## src/include/mdc_pkg.sv

```systemverilog
// constants, codes and register map shared by the motor driver control block
package mdc_pkg;
    localparam int CLK_MHZ = 100;
    localparam int BLINK_MS = 250;
    localparam int BLINK_CYC = BLINK_MS * 1000 * CLK_MHZ;
    localparam int ERR_HOLD_MS = 50;
    localparam int ERR_HOLD_CYC = ERR_HOLD_MS * 1000 * CLK_MHZ;
    localparam int STEP_US = 10;
    localparam int STEP_CYC = STEP_US * CLK_MHZ;
    localparam int NIN = 10;
    localparam int NOUT = 6;
    localparam int NOPD = 8;
    localparam int POS_W = 16;
    localparam int SYNC_W = 24;
    // factory positions of the switches, for reference by software
    localparam logic [3:0] UNIT_SW_RST = 4'h0;
    localparam logic [3:0] BAUD_SW_RST = 4'h7;
    localparam logic [1:0] FUNC_SW_RST = 2'h0;
    localparam logic [3:0] BAUD_NETCONV = 4'h7;
    // input function codes
    localparam logic [3:0] FI_START = 4'h1;
    localparam logic [3:0] FI_DSEL0 = 4'h2;
    localparam logic [3:0] FI_DSEL1 = 4'h3;
    localparam logic [3:0] FI_DSEL2 = 4'h4;
    localparam logic [3:0] FI_HOME = 4'h5;
    localparam logic [3:0] FI_STOP = 4'h6;
    localparam logic [3:0] FI_FREE = 4'h7;
    localparam logic [3:0] FI_ALMCLR = 4'h8;
    localparam logic [3:0] FI_FWD = 4'h9;
    localparam logic [3:0] FI_REV = 4'hA;
    localparam logic [3:0] FI_PRESET = 4'hF;
    // output function codes: 3 is pulse ready, which never drives
    localparam logic [3:0] FO_HOME_DONE = 4'h1;
    localparam logic [3:0] FO_IN_POS = 4'h2;
    localparam logic [3:0] FO_PULSE_RDY = 4'h3;
    localparam logic [3:0] FO_READY = 4'h4;
    localparam logic [3:0] FO_MOVE = 4'h5;
    localparam logic [3:0] FO_ALARM_NC = 4'h6;
    localparam logic [39:0] IN_MAP_RST = 40'hA986754321;
    localparam logic [23:0] OUT_MAP_RST = 24'h654321;
    // register byte offsets
    localparam logic [7:0] REG_IN_MAP_LO = 8'h00;
    localparam logic [7:0] REG_IN_MAP_HI = 8'h04;
    localparam logic [7:0] REG_OUT_MAP = 8'h08;
    localparam logic [7:0] REG_CONTROL = 8'h0C;
    localparam logic [7:0] REG_HOME_POS = 8'h10;
    localparam logic [7:0] REG_STATUS = 8'h14;
    localparam logic [7:0] REG_SWITCHES = 8'h18;
    localparam logic [7:0] REG_OPDATA = 8'h20;
    localparam int CTL_ALARM_SET = 0;
    localparam int CTL_PRESET = 1;
    // positions in the synchroniser vector
    localparam int SY_UNIT = 10;
    localparam int SY_BAUD = 14;
    localparam int SY_FSW = 18;
    localparam int SY_CUT1 = 20;
    localparam int SY_CUT2 = 21;
    localparam int SY_TRIP = 22;
    localparam int SY_PRESET = 23;
endpackage

```

## src/include/mdc_motion_if.sv

```systemverilog
// command and status bundle between control logic and motion engine
`timescale 1ns/1ns
interface mdc_motion_if;
    import mdc_pkg::*;
    logic go;
    logic [POS_W-1:0] target;
    logic jog_fwd;
    logic jog_rev;
    logic stop;
    logic enable;
    logic moving;
    logic done;
    logic [POS_W-1:0] position;
    logic phase_a;
    logic phase_b;
    modport ctrl (output go, target, jog_fwd, jog_rev, stop, enable,
        input moving, done, position, phase_a, phase_b);
    modport engine (input go, target, jog_fwd, jog_rev, stop, enable,
        output moving, done, position, phase_a, phase_b);
endinterface

```

## src/logic/mdc_motion.sv

```systemverilog
// motion engine: positioning, jog, stop and quadrature feedback
`timescale 1ns/1ns
module mdc_motion (
    input wire logic clk, // system clock
    input wire logic rst, // synchronous reset, high
    mdc_motion_if.engine m // commands in, status out
);
    import mdc_pkg::*;

    typedef enum logic [1:0] {ME_IDLE, ME_POS, ME_JOG} mdc_mstate_t;
    typedef struct packed {
        mdc_mstate_t state;
        logic [POS_W-1:0] pos;
        logic [POS_W-1:0] tgt;
        logic [11:0] tick;
        logic jdir;
        logic done;
        logic pa;
        logic pb;
    } mdc_motion_st_t;

    mdc_motion_st_t q, n;
    logic step;
    logic halt;

    function automatic logic [POS_W-1:0] mdc_step(input logic [POS_W-1:0] p, input logic up);
        return up ? p + 16'h0001 : p - 16'h0001;
    endfunction

    ////////////////////////////////////////////////////////////////
    always_comb begin
        n = q;
        n.done = 1'b0;
        step = (q.tick == 12'(STEP_CYC - 1));
        halt = m.stop | ~m.enable;
        n.tick = (q.state == ME_IDLE || step) ? 12'h000 : q.tick + 12'h001;
        case (q.state)
            ME_IDLE: begin
                if (!halt && m.go) begin
                    if (m.target == q.pos) begin
                        n.done = 1'b1;
                    end else begin
                        n.tgt = m.target;
                        n.state = ME_POS;
                    end
                end else if (!halt && (m.jog_fwd || m.jog_rev)) begin
                    n.jdir = m.jog_fwd;
                    n.state = ME_JOG;
                end
            end
            ME_POS: begin
                if (halt) begin
                    n.state = ME_IDLE;
                end else if (step) begin
                    n.pos = mdc_step(q.pos, $signed(q.tgt) > $signed(q.pos));
                    if (n.pos == q.tgt) begin
                        n.done = 1'b1;
                        n.state = ME_IDLE;
                    end
                end
            end
            ME_JOG: begin
                if (halt) begin
                    n.state = ME_IDLE;
                end else if (!(q.jdir ? m.jog_fwd : m.jog_rev)) begin
                    n.done = 1'b1;
                    n.state = ME_IDLE;
                end else if (step) begin
                    n.pos = mdc_step(q.pos, q.jdir);
                end
            end
            default: n.state = ME_IDLE;
        endcase
        // gray code of the low position bits gives two phases a quarter apart
        n.pa = n.pos[1];
        n.pb = n.pos[1] ^ n.pos[0];
    end

    always_ff @(posedge clk) begin
        if (rst) begin
            q <= '0;
        end else begin
            q <= n;
        end
    end

    assign m.moving = (q.state != ME_IDLE);
    assign m.done = q.done;
    assign m.position = q.pos;
    assign m.phase_a = q.pa;
    assign m.phase_b = q.pb;
endmodule

```

## src/logic/mdc_top.sv

```systemverilog
// motor driver control logic: indicators, switches, discrete I/O, cutoff, APB registers
//
// Function
// - alarm indicator blinks while alarm latched
// - activity indicator lit during serial traffic
// - error indicator lit on bad received data
// - unit number taken from unit switch
// - rate switch decodes to baud or converter
// - function switch bit one extends axis number
// - function switch bit two picks protocol
// - start input begins positioning
// - three select inputs pick operating data
// - return home goes to stored home
// - jog inputs run forward or reverse
// - home done after home return completes
// - move output high while motor runs
// - position reached once operation finishes
// - ready only when operation can start
// - alarm output closed when no alarm
// - input and output functions are remappable
// - cutoff inputs stop motor in hardware
// - cutoff monitor on when both cutoffs off
`timescale 1ns/1ns
module mdc_top #(
    parameter int BLINK_CYCLES = mdc_pkg::BLINK_CYC, // half period of alarm blink
    parameter int ERR_HOLD_CYCLES = mdc_pkg::ERR_HOLD_CYC // error indicator stretch
) (
    input wire logic CLOCK, // 100 MHz
    input wire logic SYS_RST, // synchronous reset, high
    input wire logic PSEL, // APB select
    input wire logic PENABLE, // APB enable
    input wire logic PWRITE, // APB direction
    input wire logic [7:0] PADDR, // APB byte address
    input wire logic [31:0] PWDATA, // APB write data
    output logic [31:0] PRDATA, // APB read data
    output logic PREADY, // APB ready
    output logic PSLVERR, // APB error on unmapped address
    input wire logic [mdc_pkg::NIN-1:0] IN_PINS, // discrete control inputs
    output logic [mdc_pkg::NOUT-1:0] OUT_PINS, // discrete status outputs
    input wire logic [3:0] UNIT_NUMBER_SWITCH, // rotary unit switch
    input wire logic [3:0] BAUD_RATE_SWITCH, // rotary rate switch
    input wire logic [1:0] FUNCTION_SWITCH, // dip switch, bit 0 is No.1
    input wire logic HOME_PRESET_SWITCH, // stores current position as home
    input wire logic CUTOFF_INPUT_ONE, // power cutoff 1, high = run allowed
    input wire logic CUTOFF_INPUT_TWO, // power cutoff 2, high = run allowed
    input wire logic PROTECT_TRIP, // protective function triggered
    input wire logic COMM_TX_ACTIVE, // serial transmitter busy
    input wire logic COMM_RX_ACTIVE, // serial receiver busy
    input wire logic COMM_RX_ERROR, // pulse: bad received data
    output logic SUPPLY_INDICATOR, // supply lamp
    output logic ALARM_INDICATOR, // alarm lamp, blinking
    output logic COMM_ACTIVITY_INDICATOR, // communication lamp
    output logic COMM_ERROR_INDICATOR, // communication error lamp
    output logic [3:0] UNIT_NUMBER, // serial unit number
    output logic [4:0] AXIS_NUMBER, // axis number
    output logic [17:0] BAUD_BPS, // selected rate, zero if unused code
    output logic NET_CONVERTER_MODE, // network converter operation
    output logic PROTOCOL_SELECT, // serial protocol choice
    output logic PHASE_A_FEEDBACK, // feedback phase A
    output logic PHASE_B_FEEDBACK, // feedback phase B
    output logic CUTOFF_MONITOR_OUTPUT, // on when both cutoffs off
    output logic MOTOR_EXCITE // power stage enable
);
    import mdc_pkg::*;

    typedef struct packed {
        logic [SYNC_W-1:0] s1;
        logic [SYNC_W-1:0] s2;
        logic [15:0] fn_prev;
        logic [NIN-1:0][3:0] in_map;
        logic [NOUT-1:0][3:0] out_map;
        logic [NOPD-1:0][POS_W-1:0] opd;
        logic [POS_W-1:0] home_pos;
        logic home_set;
        logic homing;
        logic home_done;
        logic in_pos;
        logic alarm;
        logic [31:0] blink_cnt;
        logic blink;
        logic [31:0] err_cnt;
        logic err_led;
        logic act_led;
        logic supply_indicator;
        logic [NOUT-1:0] outp;
        logic [31:0] prdata;
        logic [3:0] unit;
        logic [4:0] axis;
        logic [17:0] bps;
        logic netc;
        logic proto;
        logic cutoff_monitor_output;
        logic excite;
    } mdc_top_st_t;

    mdc_top_st_t q, n;
    mdc_motion_if mi ();
    logic [15:0] fn;
    logic [15:0] rise;
    logic [15:0] ostat;
    logic [2:0] dsel;
    logic cut_ok;
    logic ready;
    logic start_go;
    logic home_go;
    logic wr;

    ////////////////////////////////////////////////////////////////
    function automatic logic [15:0] mdc_in_fn(input logic [NIN-1:0][3:0] map, input logic [NIN-1:0] pins);
        logic [15:0] f;
        f = '0;
        for (int i = 0; i < NIN; i++) begin
            f[map[i]] = f[map[i]] | pins[i];
        end
        f[0] = 1'b0;
        return f;
    endfunction

    function automatic logic [17:0] mdc_baud_bps(input logic [3:0] code);
        case (code)
            4'h0: return 18'h02580; // 9600
            4'h1: return 18'h04B00; // 19200
            4'h2: return 18'h09600; // 38400
            4'h3: return 18'h0E100; // 57600
            4'h4: return 18'h1C200; // 115200
            4'h5: return 18'h38400; // 230400
            default: return 18'h00000;
        endcase
    endfunction

    function automatic logic mdc_reg_ok(input logic [7:0] a);
        return (a[1:0] == 2'h0) && (a <= REG_SWITCHES || a[7:5] == REG_OPDATA[7:5]);
    endfunction

    ////////////////////////////////////////////////////////////////
    always_comb begin
        n = q;
        n.s1 = {HOME_PRESET_SWITCH, PROTECT_TRIP, CUTOFF_INPUT_TWO, CUTOFF_INPUT_ONE,
            FUNCTION_SWITCH, BAUD_RATE_SWITCH, UNIT_NUMBER_SWITCH, IN_PINS};
        n.s2 = q.s1;
        n.supply_indicator = 1'b1;
        // every control input is looked up through its function code
        fn = mdc_in_fn(q.in_map, q.s2[NIN-1:0]);
        fn[FI_PRESET] = q.s2[SY_PRESET];
        rise = fn & ~q.fn_prev;
        n.fn_prev = fn;
        dsel = {fn[FI_DSEL2], fn[FI_DSEL1], fn[FI_DSEL0]};

        // cutoff works on synchronised pins only, no software in the path
        cut_ok = q.s2[SY_CUT1] & q.s2[SY_CUT2];
        n.cutoff_monitor_output = ~q.s2[SY_CUT1] & ~q.s2[SY_CUT2];
        n.excite = cut_ok & ~fn[FI_FREE];
        ready = ~q.alarm & cut_ok & ~fn[FI_FREE] & ~fn[FI_STOP] & ~mi.moving & q.excite;

        start_go = rise[FI_START] & ready;
        home_go = rise[FI_HOME] & ready & q.home_set & ~start_go;
        mi.go = start_go | home_go;
        mi.target = home_go ? q.home_pos : q.opd[dsel];
        mi.jog_fwd = fn[FI_FWD] & ~fn[FI_REV] & (ready | mi.moving);
        mi.jog_rev = fn[FI_REV] & ~fn[FI_FWD] & (ready | mi.moving);
        mi.stop = fn[FI_STOP] | q.alarm | ~cut_ok;
        mi.enable = q.excite;

        // home done only follows a completed home return
        n.homing = home_go | (q.homing & mi.moving);
        if (mi.go || mi.moving) begin
            n.in_pos = 1'b0;
            n.home_done = 1'b0;
        end
        if (mi.done) begin
            n.in_pos = 1'b1;
            n.home_done = q.homing;
        end

        // alarm: clear first so a trip in the same cycle wins
        if (rise[FI_ALMCLR]) begin
            n.alarm = 1'b0;
        end

        // register writes take effect in the access cycle
        wr = PSEL & PENABLE & PWRITE;
        if (wr) begin
            case (PADDR)
                REG_IN_MAP_LO: n.in_map[7:0] = PWDATA;
                REG_IN_MAP_HI: n.in_map[9:8] = PWDATA[7:0];
                REG_OUT_MAP: n.out_map = PWDATA[23:0];
                REG_CONTROL: begin
                    if (PWDATA[CTL_ALARM_SET]) begin
                        n.alarm = 1'b1;
                    end
                    if (PWDATA[CTL_PRESET]) begin
                        n.home_pos = mi.position;
                        n.home_set = 1'b1;
                    end
                end
                REG_HOME_POS: begin
                    n.home_pos = PWDATA[POS_W-1:0];
                    n.home_set = 1'b1;
                end
                default: begin
                    if (PADDR[7:5] == REG_OPDATA[7:5] && PADDR[1:0] == 2'h0) begin
                        n.opd[PADDR[4:2]] = PWDATA[POS_W-1:0];
                    end
                end
            endcase
        end
        if (rise[FI_PRESET]) begin
            n.home_pos = mi.position;
            n.home_set = 1'b1;
        end
        if (q.s2[SY_TRIP]) begin
            n.alarm = 1'b1;
        end

        // counter parks at its end while idle, so a new alarm lights the lamp at once
        if (!q.alarm) begin
            n.blink_cnt = 32'(BLINK_CYCLES - 1);
            n.blink = 1'b0;
        end else if (q.blink_cnt == BLINK_CYCLES - 1) begin
            n.blink_cnt = '0;
            n.blink = ~q.blink;
        end else begin
            n.blink_cnt = q.blink_cnt + 32'h1;
        end

        n.act_led = COMM_TX_ACTIVE | COMM_RX_ACTIVE;
        // error lamp is stretched so a one-cycle error is visible
        if (COMM_RX_ERROR) begin
            n.err_led = 1'b1;
            n.err_cnt = '0;
        end else if (q.err_led) begin
            if (q.err_cnt == ERR_HOLD_CYCLES - 1) begin
                n.err_led = 1'b0;
            end else begin
                n.err_cnt = q.err_cnt + 32'h1;
            end
        end

        // switch settings are live: a change shows three cycles later
        n.unit = q.s2[SY_UNIT+:4];
        n.axis = {q.s2[SY_FSW], q.s2[SY_UNIT+:4]};
        n.bps = mdc_baud_bps(q.s2[SY_BAUD+:4]);
        n.netc = (q.s2[SY_BAUD+:4] == BAUD_NETCONV);
        n.proto = q.s2[SY_FSW+1];

        ostat = '0;
        ostat[FO_HOME_DONE] = q.home_done;
        ostat[FO_IN_POS] = q.in_pos;
        ostat[FO_PULSE_RDY] = 1'b0;
        ostat[FO_READY] = ready;
        ostat[FO_MOVE] = mi.moving;
        ostat[FO_ALARM_NC] = ~q.alarm;
        for (int k = 0; k < NOUT; k++) begin
            n.outp[k] = ostat[q.out_map[k]];
        end

        // read data is captured in the setup cycle
        if (PSEL && !PENABLE) begin
            case (PADDR)
                REG_IN_MAP_LO: n.prdata = q.in_map[7:0];
                REG_IN_MAP_HI: n.prdata = {24'h000000, q.in_map[9:8]};
                REG_OUT_MAP: n.prdata = {8'h00, q.out_map};
                REG_HOME_POS: n.prdata = {16'h0000, q.home_pos};
                REG_STATUS: n.prdata = {mi.position, 8'h00, q.excite, q.cutoff_monitor_output, q.home_set,
                    q.alarm, ready, q.home_done, q.in_pos, mi.moving};
                REG_SWITCHES: n.prdata = {22'h000000, q.s2[SY_FSW+:2], q.s2[SY_BAUD+:4], q.s2[SY_UNIT+:4]};
                default: begin
                    if (mdc_reg_ok(PADDR) && PADDR >= REG_OPDATA) begin
                        n.prdata = {16'h0000, q.opd[PADDR[4:2]]};
                    end else begin
                        n.prdata = 32'h00000000;
                    end
                end
            endcase
        end
    end

    always_ff @(posedge CLOCK) begin
        if (SYS_RST) begin
            q <= '0;
            q.in_map <= IN_MAP_RST;
            q.out_map <= OUT_MAP_RST;
        end else begin
            q <= n;
        end
    end

    mdc_motion u_motion (
        .clk(CLOCK),
        .rst(SYS_RST),
        .m(mi.engine)
    );

    assign PREADY = 1'b1;
    assign PSLVERR = PSEL & PENABLE & ~mdc_reg_ok(PADDR);
    assign PRDATA = q.prdata;
    assign OUT_PINS = q.outp;
    assign SUPPLY_INDICATOR = q.supply_indicator;
    assign ALARM_INDICATOR = q.blink;
    assign COMM_ACTIVITY_INDICATOR = q.act_led;
    assign COMM_ERROR_INDICATOR = q.err_led;
    assign UNIT_NUMBER = q.unit;
    assign AXIS_NUMBER = q.axis;
    assign BAUD_BPS = q.bps;
    assign NET_CONVERTER_MODE = q.netc;
    assign PROTOCOL_SELECT = q.proto;
    assign PHASE_A_FEEDBACK = mi.phase_a;
    assign PHASE_B_FEEDBACK = mi.phase_b;
    assign CUTOFF_MONITOR_OUTPUT = q.cutoff_monitor_output;
    assign MOTOR_EXCITE = q.excite;
endmodule

```

## config.mk

```make
export PLATFORM = sky130hd
export DESIGN_NAME = mdc_top
export DESIGN_NICKNAME = d
export VERILOG_FILES = /design/src/include/mdc_pkg.sv /design/src/include/mdc_motion_if.sv /design/src/logic/mdc_motion.sv /design/src/logic/mdc_top.sv
export SDC_FILE = /design/constraint.sdc
export NUM_CORES = 1
export LEC_CHECK = 0
export ABC_AREA = 1
export BUFFER_PORTS_ARGS = -buffer_cell sky130_fd_sc_hd__buf_2
export CORE_MARGIN = 8
export CORE_UTILIZATION = 42
export DETAILED_ROUTE_END_ITERATION = 7
export PLACE_DENSITY = 0.61
export SLEW_MARGIN = 15
export SYNTH_ARGS = -nofsm -noshare
export SYNTH_HDL_FRONTEND = slang
export SYNTH_HIERARCHICAL = 1
export SYNTH_SLANG_ARGS = --single-unit
```

## constraint.sdc

```tcl
create_clock -name CLOCK -period 10.5 [get_ports CLOCK]
set_input_delay 1.575 -clock CLOCK [delete_from_list [all_inputs] [get_ports CLOCK]]
set_output_delay 1.575 -clock CLOCK [all_outputs]
set_load 0.1 [all_outputs]
```

### Word-level counts from Yosys, hierarchy flattened

Memories as Yosys holds them, arrays and structs flattened. A register that Yosys moved wholly into a read port is not among the register bits.
Index checks and enable logic that the tools add are counted.

| word-level totals | value |
|---|---|
| memory bits (read-only) | 16 |
| logic and storage cells | 350 |
| register bits after elaboration | 464 |
| input bits | 72 |
| memories kept | 1 |

Memories:

| memory | words | width | read ports | clocked after memory_dff | wr ports | line | source |
|---|---|---|---|---|---|---|---|
| (no name shown) | 16 | 1 | 1 | 1 | 0 | mdc_top.sv:113 | `f[map[i]] = f[map[i]] \| pins[i];` |

| cells by class | value |
|---|---|
| multiplexer cells | 117 |
| magnitude comparators | 32 |
| bitwise gates (word level) | 58 |
| equal/unequal tests | 31 |
| $add $sub $neg | 5 |
| reduce and logical (&&, ||, !) cells | 47 |

Operators with widths:

| kind | number |
|---|---|
| $pmux W32 S6 | 1 |
| $mux W16 | 11 |
| $bwmux W16 | 9 |
| $bwmux W128 | 1 |
| $pmux W18 S6 | 1 |
| $bmux W16 S3 | 2 |
| $lt A4 B5 Y1 const B | 16 |
| $mux W70 | 1 |
| $add A32 B1 Y32 const B | 2 |
| $bmux W1 S4 | 15 |
| $mux W17 | 3 |
| $demux W16 S3 | 1 |
| $mux W1 | 43 |
| $demux W1 S4 | 10 |
| $ge A4 B1 Y1 const B | 10 |
| $pmux W17 S2 | 1 |
| $and A16 B16 Y16 | 2 |
| $eq A16 B16 Y1 | 2 |
| $eq A32 B23 Y1 const B | 1 |
| $eq A32 B25 Y1 const B | 1 |
| $mux W32 | 1 |
| $pmux W16 S2 | 1 |
| $mux W26 | 1 |
| $mux W25 | 1 |
| other kinds (48) | 153 |

### Logic depth before layout (Yosys ltp)

| depth | value |
|---|---|
| word-level depth | 54 |
| depth in mapped cells | 84 |
| depth with buffers taken out | 82 |

### Hierarchy

The synthesis kept the hierarchy.

Modules (own cells, without submodules):

| module | sequential area each (sq um) | area each (sq um) | cells each | instances |
|---|---|---|---|---|
| mdc_top | 7827.5 | 22948.3 | 3582 | 1 |
| mdc_motion | 980.9 | 4306.6 | 690 | 1 |

### Least setup slack after synthesis

No wires, ideal clock.

| path | value |
|---|---|
| kind | register -> register |
| start | reg q[315] (netlist name) |
| end | reg u_motion/q[48] (netlist name) |
| arrival | 8.701 ns |
| buffers on the path | 9 |
| stages on the path, launching flop included | 80 |
| setup slack | 1.685 ns |
| path through | dfxtp_1 > nand2_1 > inv_1 > nand2_1 > o21ai_1 > nor2_1 > nor2_1 > nor2_2 > buf_6 > nand3_1 > nand3_1 > nand2_1 > o21bai_1 > nand2_1 > nor2_4 > buf_6 > nand3_1 > nand3_1 > [... 44 more ...] > nor2_1 > nor2_2 > nand2_4 > nand2_2 > nand3_4 > nor2_4 > nand2_8 > buf_8 > nand3_1 > nand2_1 > xor2_1 > nor4_1 > nand4_1 > or2_2 > nand3_1 > inv_1 > a21oi_1 > nor2_1 |

| between the ends | value |
|---|---|
| word-level cells in the longest chain between the ends | 49 |
| elaborated cells on any way between the ends | 83 |
| classes of those cells | order compare (2); eq/ne (6); mux (37); bitwise (32); reduce/logical (6) |

RTL lines:

| item | line | source |
|---|---|---|
| from (decl) | mdc_top.sv:96 | `mdc_top_st_t q, n;` |
| from (signal assigned) | mdc_top.sv:284 | `q <= n;` |
| $lt A4 B5 Y1 (implied by the code) or $ge A4 B1 Y1 (tied branches) | mdc_top.sv:113 |  |
| $logic_and A1 B1 Y1 (implied by the code) | mdc_top.sv:113 |  |
| $mux W1 (implied by the code) | mdc_top.sv:113 |  |
| $demux W1 S4 | mdc_top.sv:113 |  |
| $bwmux W16 * | mdc_top.sv:113 |  |
| $bmux W1 S4 | mdc_top.sv:113 |  |
| $mux W1 (implied by the code) | mdc_top.sv:113 |  |
| $or A1 B1 Y1 | mdc_top.sv:113 |  |
| [... 34 more ...] | n/a |  |
| $and A1 B1 Y1 (on tied branches) | mdc_top.sv:156, mdc_top.sv:155 |  |
| $and A1 B1 Y1 or $not A1 Y1 (tied branches) | mdc_top.sv:156 | `home_go = rise[FI_HOME] & ready & q.home_set & ~start_go;` |
| $and A1 B1 Y1 | mdc_top.sv:156 |  |
| $mux W16 * | mdc_top.sv:158 | `mi.target = home_go ? q.home_pos : q.opd[dsel];` |
| net mi.target[13] | mdc_motion_if.sv:6 | `logic [POS_W-1:0] target;` |
| $eq A16 B16 Y1 * | mdc_motion.sv:40 | `if (m.target == q.pos) begin` |
| $ne A3 B3 Y1 (no line) * | n/a |  |
| $reduce_and A5 Y1 (no line) * | n/a |  |
| to (signal assigned) | mdc_motion.sv:83 | `q <= n;` |
| to (decl) | mdc_motion.sv:22 | `mdc_motion_st_t q, n;` |

Mark *: on every way through the listed nets, which the timed path passes. The rest lies on a longest branch. The select of a mux whose other input is x is not followed.
A chain may end at the register's enable or synchronous reset.

### Worst setup path in the final report

| path | value |
|---|---|
| start | reg q[315] (netlist name) |
| end | reg u_motion/q[22] (netlist name) |

| between the ends | value |
|---|---|
| word-level cells in the longest chain between the ends | 49 |
| elaborated cells on any way between the ends | 65 |
| classes of those cells | order compare (2); eq/ne (1); mux (32); bitwise (26); reduce/logical (4) |

RTL lines:

| item | line |
|---|---|
| $lt A4 B5 Y1 (implied by the code) or $ge A4 B1 Y1 (tied branches) | mdc_top.sv:113 |
| $logic_and A1 B1 Y1 (implied by the code) | mdc_top.sv:113 |
| $mux W1 (implied by the code) | mdc_top.sv:113 |
| $demux W1 S4 | mdc_top.sv:113 |
| $bwmux W16 * | mdc_top.sv:113 |
| $bmux W1 S4 | mdc_top.sv:113 |
| $mux W1 (implied by the code) | mdc_top.sv:113 |
| $or A1 B1 Y1 | mdc_top.sv:113 |
| [... 34 more ...] | n/a |
| $and A1 B1 Y1 (on tied branches) | mdc_top.sv:156, mdc_top.sv:155 |
| $and A1 B1 Y1 or $not A1 Y1 (tied branches) | mdc_top.sv:156 |
| $and A1 B1 Y1 | mdc_top.sv:156 |
| $mux W16 * | mdc_top.sv:158 |
| net mi.target[0] | mdc_motion_if.sv:6 |
| $eq A16 B16 Y1 * | mdc_motion.sv:40 |
| $not A1 Y1 (no line) * | n/a |
| $reduce_and A3 Y1 (no line) * | n/a |

Marks and branches as above.

==> metrics.yaml <==
run_status:
  status: "finished, violations left"
  violations: "setup timing"
placed_design:
  placedInstanceArea_sq_mm: 0.0282
  post-place-cells: 5057
  dp_slack_ps: -7.16
  dpl.hpwl_mm: 68.4
  gp_congestion: 0.963
  port-buffer-count: 140
yosys:
  synthXorXnorAreaFrac: 0.0135
  yosysWarnings: 6
  syn-instance-count: 4272
  syn_area_sq_mm: 0.0273
  synth_top_area_frac: 0.323
  yosys-top-cells-count: "nand2_1 (683), nand3_1 (529), nor2_1 (509)"
  synth_top_area_cell: "dfxtp_1"
  synth-async-reset-ratio: 0
  synthSimpleGateAreaFrac: 0.324
  synth_edf_count: 0
  synth_top_family_by_area: "simple AND/OR/NAND/NOR gates"
  synth_cell_types: 61
  yosys_register_bits: 440
  synth_fa_ha_area_frac: 0.0115
  synth.mux.area_fraction: 0
  yosysMostFrequentCell: "nand2_1"
  ys.flop_type: "dfxtp_1"
  synth-compound-area-share: 0.196
  yosysSeqAreaShare: 0.323
  synth_area_leaders: "dfxtp_1 (32%), nand3_1 (9.7%), nand2_1 (9.4%)"
  avgSynthCellArea_sq_um: 6.38
global_routing:
  track_usage: 0.249
  grt_pass1_vias: 26000
  grt_pass1_wl_mm: 149
  grt_overflow_total: 0
  antenna_found_initial: 6
  grt_max_degree: 123
cells_and_area:
  fin_area_sq_mm: 0.0321
  stdcell_count: 5232
  fillers: 6586
  nets: 4439
  ff_latch_area_sq_mm: 0.00883
  area_delta_synth_final_pct: 17.7
  multiInputGateArea_sq_mm: 0.0160
  final_layout_size_suffix_gt1_frac: 0.161
detailed_routing:
  drt-total-wl_mm: 101
  ant_nets: 0
  via_count: 29200
  vias_per_cell: 5.59
  drcViolationCount: 0
  drt_pass1_iterations: 6
  initialDrtViolationCount: 3057
  wire_per_inst_microns: 19.3
timing:
  slew_violations: 0
  period_share: 1.01
  rsz0062_at_grt: "yes"
  setup_slack_ps: -129
  hold_violations: 0
  finalSetupViolCount: 18
  holdWs_ps: 399
  tightestPinTransition_ps: 1400
  fmax_ghz: 0.0941
  fin_crit_ps: 10630
  clock_skew_ps: 31.0
  relSlewSlack: 0.0601
die:
  start_util: 0.424
  die_y_microns: 271
  core_sq_mm: 0.0643
  num_io_pins: 149
  die-area_sq_mm: 0.0733
  row_count: 93
  die_x_microns: 271
cts:
  cts-root-buf: "clkbuf_16"
  clkLatencyLatePin_ps: 620
  cts_tree: "built"
  clk_path_buf_depth: 3
  path_clk_slew_ps: 60
  hold_buffers: 0
  cts_sinks: 440
  cts_made_buffers: 52
  htree_levels: 2
worst_hold_path:
  min_path_type: "reg -> reg"
critical_path:
  r2r_start: "q[315]"
  reg2reg_slack_ps: -130
  cp_max_fo: 8
  reg2regPathDepth: 87
  endpoint_kind: "register"
  critPathMaxStageDelay_ps: 370
  crit_end: "u_motion/q[22]"
  arrival_ps: 11120
  r2r_end: "u_motion/q[22]"
  crit_type: "reg -> reg"
  cp.required_ps: 10990
  cp-start-kind: "register"
  startpoint: "q[315]"
  slowest_stage: "dfxtp_4"
power_and_ir_drop:
  total_power_mw: 4.20
  leakage_nw: 12.7
  power.density_mw_per_mm2: 131
  worst_ir_drop_vdd_uv: 118
flow_run:
  cap_violations: 0
-- worst max-delay path: cells and delay by family (launching register included) --
family	cells	cell delay [ps]
buffers and inverters	17	2570
AND/OR/NAND/NOR	63	6610
AO/OA/AOI/OAI	6	710
XOR/XNOR	1	170
flip-flops	1	370
-- sequential cells by signal, indices dropped and copies added (netlist names) --
signal / count
AXIS_NUMBER: 2
q: 296
OUT_PINS: 6
MOTOR_EXCITE: 1
SUPPLY_INDICATOR: 1
ALARM_INDICATOR: 1
fn: 1
NET_CONVERTER_MODE: 1
COMM_ACTIVITY_INDICATOR: 1
u_motion/q: 31
ostat: 2
PROTOCOL_SELECT: 1
u_motion/m.done: 1
u_motion/m.position: 16
UNIT_NUMBER: 3
CUTOFF_MONITOR_OUTPUT: 1
COMM_ERROR_INDICATOR: 1
BAUD_BPS: 11
u_motion/m.phase_b: 1
PRDATA: 32
n: 30
-- routing by layer --
metal	wire [microns]	GRT usage
met4	4630	0.104
met1	42500	0.327
met5	13	0
met2	45400	0.404
met3	8450	0.0400
-- power breakdown --
group | internal [mW] | switching, mW
sequential | 1.70 | 0.0305
combinational | 0.185 | 0.470
clock | 1.06 | 0.757
-- stage by stage --
stage	utilization	setup TNS [ps]
after CTS	0.465	0
after global placement	0.438	-158
final	0.498	-1580
after floorplan	-	0
after global routing	0.498	-12670
after detailed placement	0.438	-7.16
-- worst min path at each step --
stage | from | to | slack, ps | cells past startpoint
after floorplan | n[389] | fn[15] | 390 | 2
after global placement | n[377] | n[23] | 390 | 2
after detailed placement | n[366] | q[366] | 390 | 2
after CTS | n[369] | q[369] | 400 | 2
after global routing | n[389] | fn[15] | 420 | 2
final | n[369] | q[369] | 400 | 2
-- cells in the final DEF (no fill, tap or decap), types with 56 or more instances in the layout --
master     Yosys  final
o22ai_1       87     87
clkbuf_16      0     64
a21oi_1      320    316
buf_4         94     95
inv_1        505    501
dfxtp_1      440    433
nand2_2       21     56
nand3_2       41    115
nor2_1       509    489
nand2_1      683    638
o21ai_0      425    417
buf_2         22    139
nand3_1      529    430
-- logic make-up after synthesis --
family	after synthesis
AO/OA/AOI/OAI	981
XOR/XNOR	42
adder cells (fa/ha/maj)	25
buffers and inverters	819
flip-flops	440
other	2
AND/OR/NAND/NOR	1963
-- timing repair --
| item | in CTS | in global routing |
|---|---|---|
| gates resized for setup | 1 | 314 |
| setup buffers | 4 | 65 |
| endpoints found under the setup margin | 11 | 37 |
| gates cloned | 0 | 17 |
| pin swaps | 2 | 84 |
-- area by class of cell --
class / instances / share of cell area
inverters: 525 / 0.0624
flip-flops and latches: 440 / 0.275
clock inverters: 19 / 0.00695
multi-input cells: 3021 / 0.498
repair buffers: 302 / 0.0793
diodes: 2 / 0.000156
well taps: 855 / 0.0334
clock buffers: 68 / 0.0450
Power figures use the tool's default switching activity.
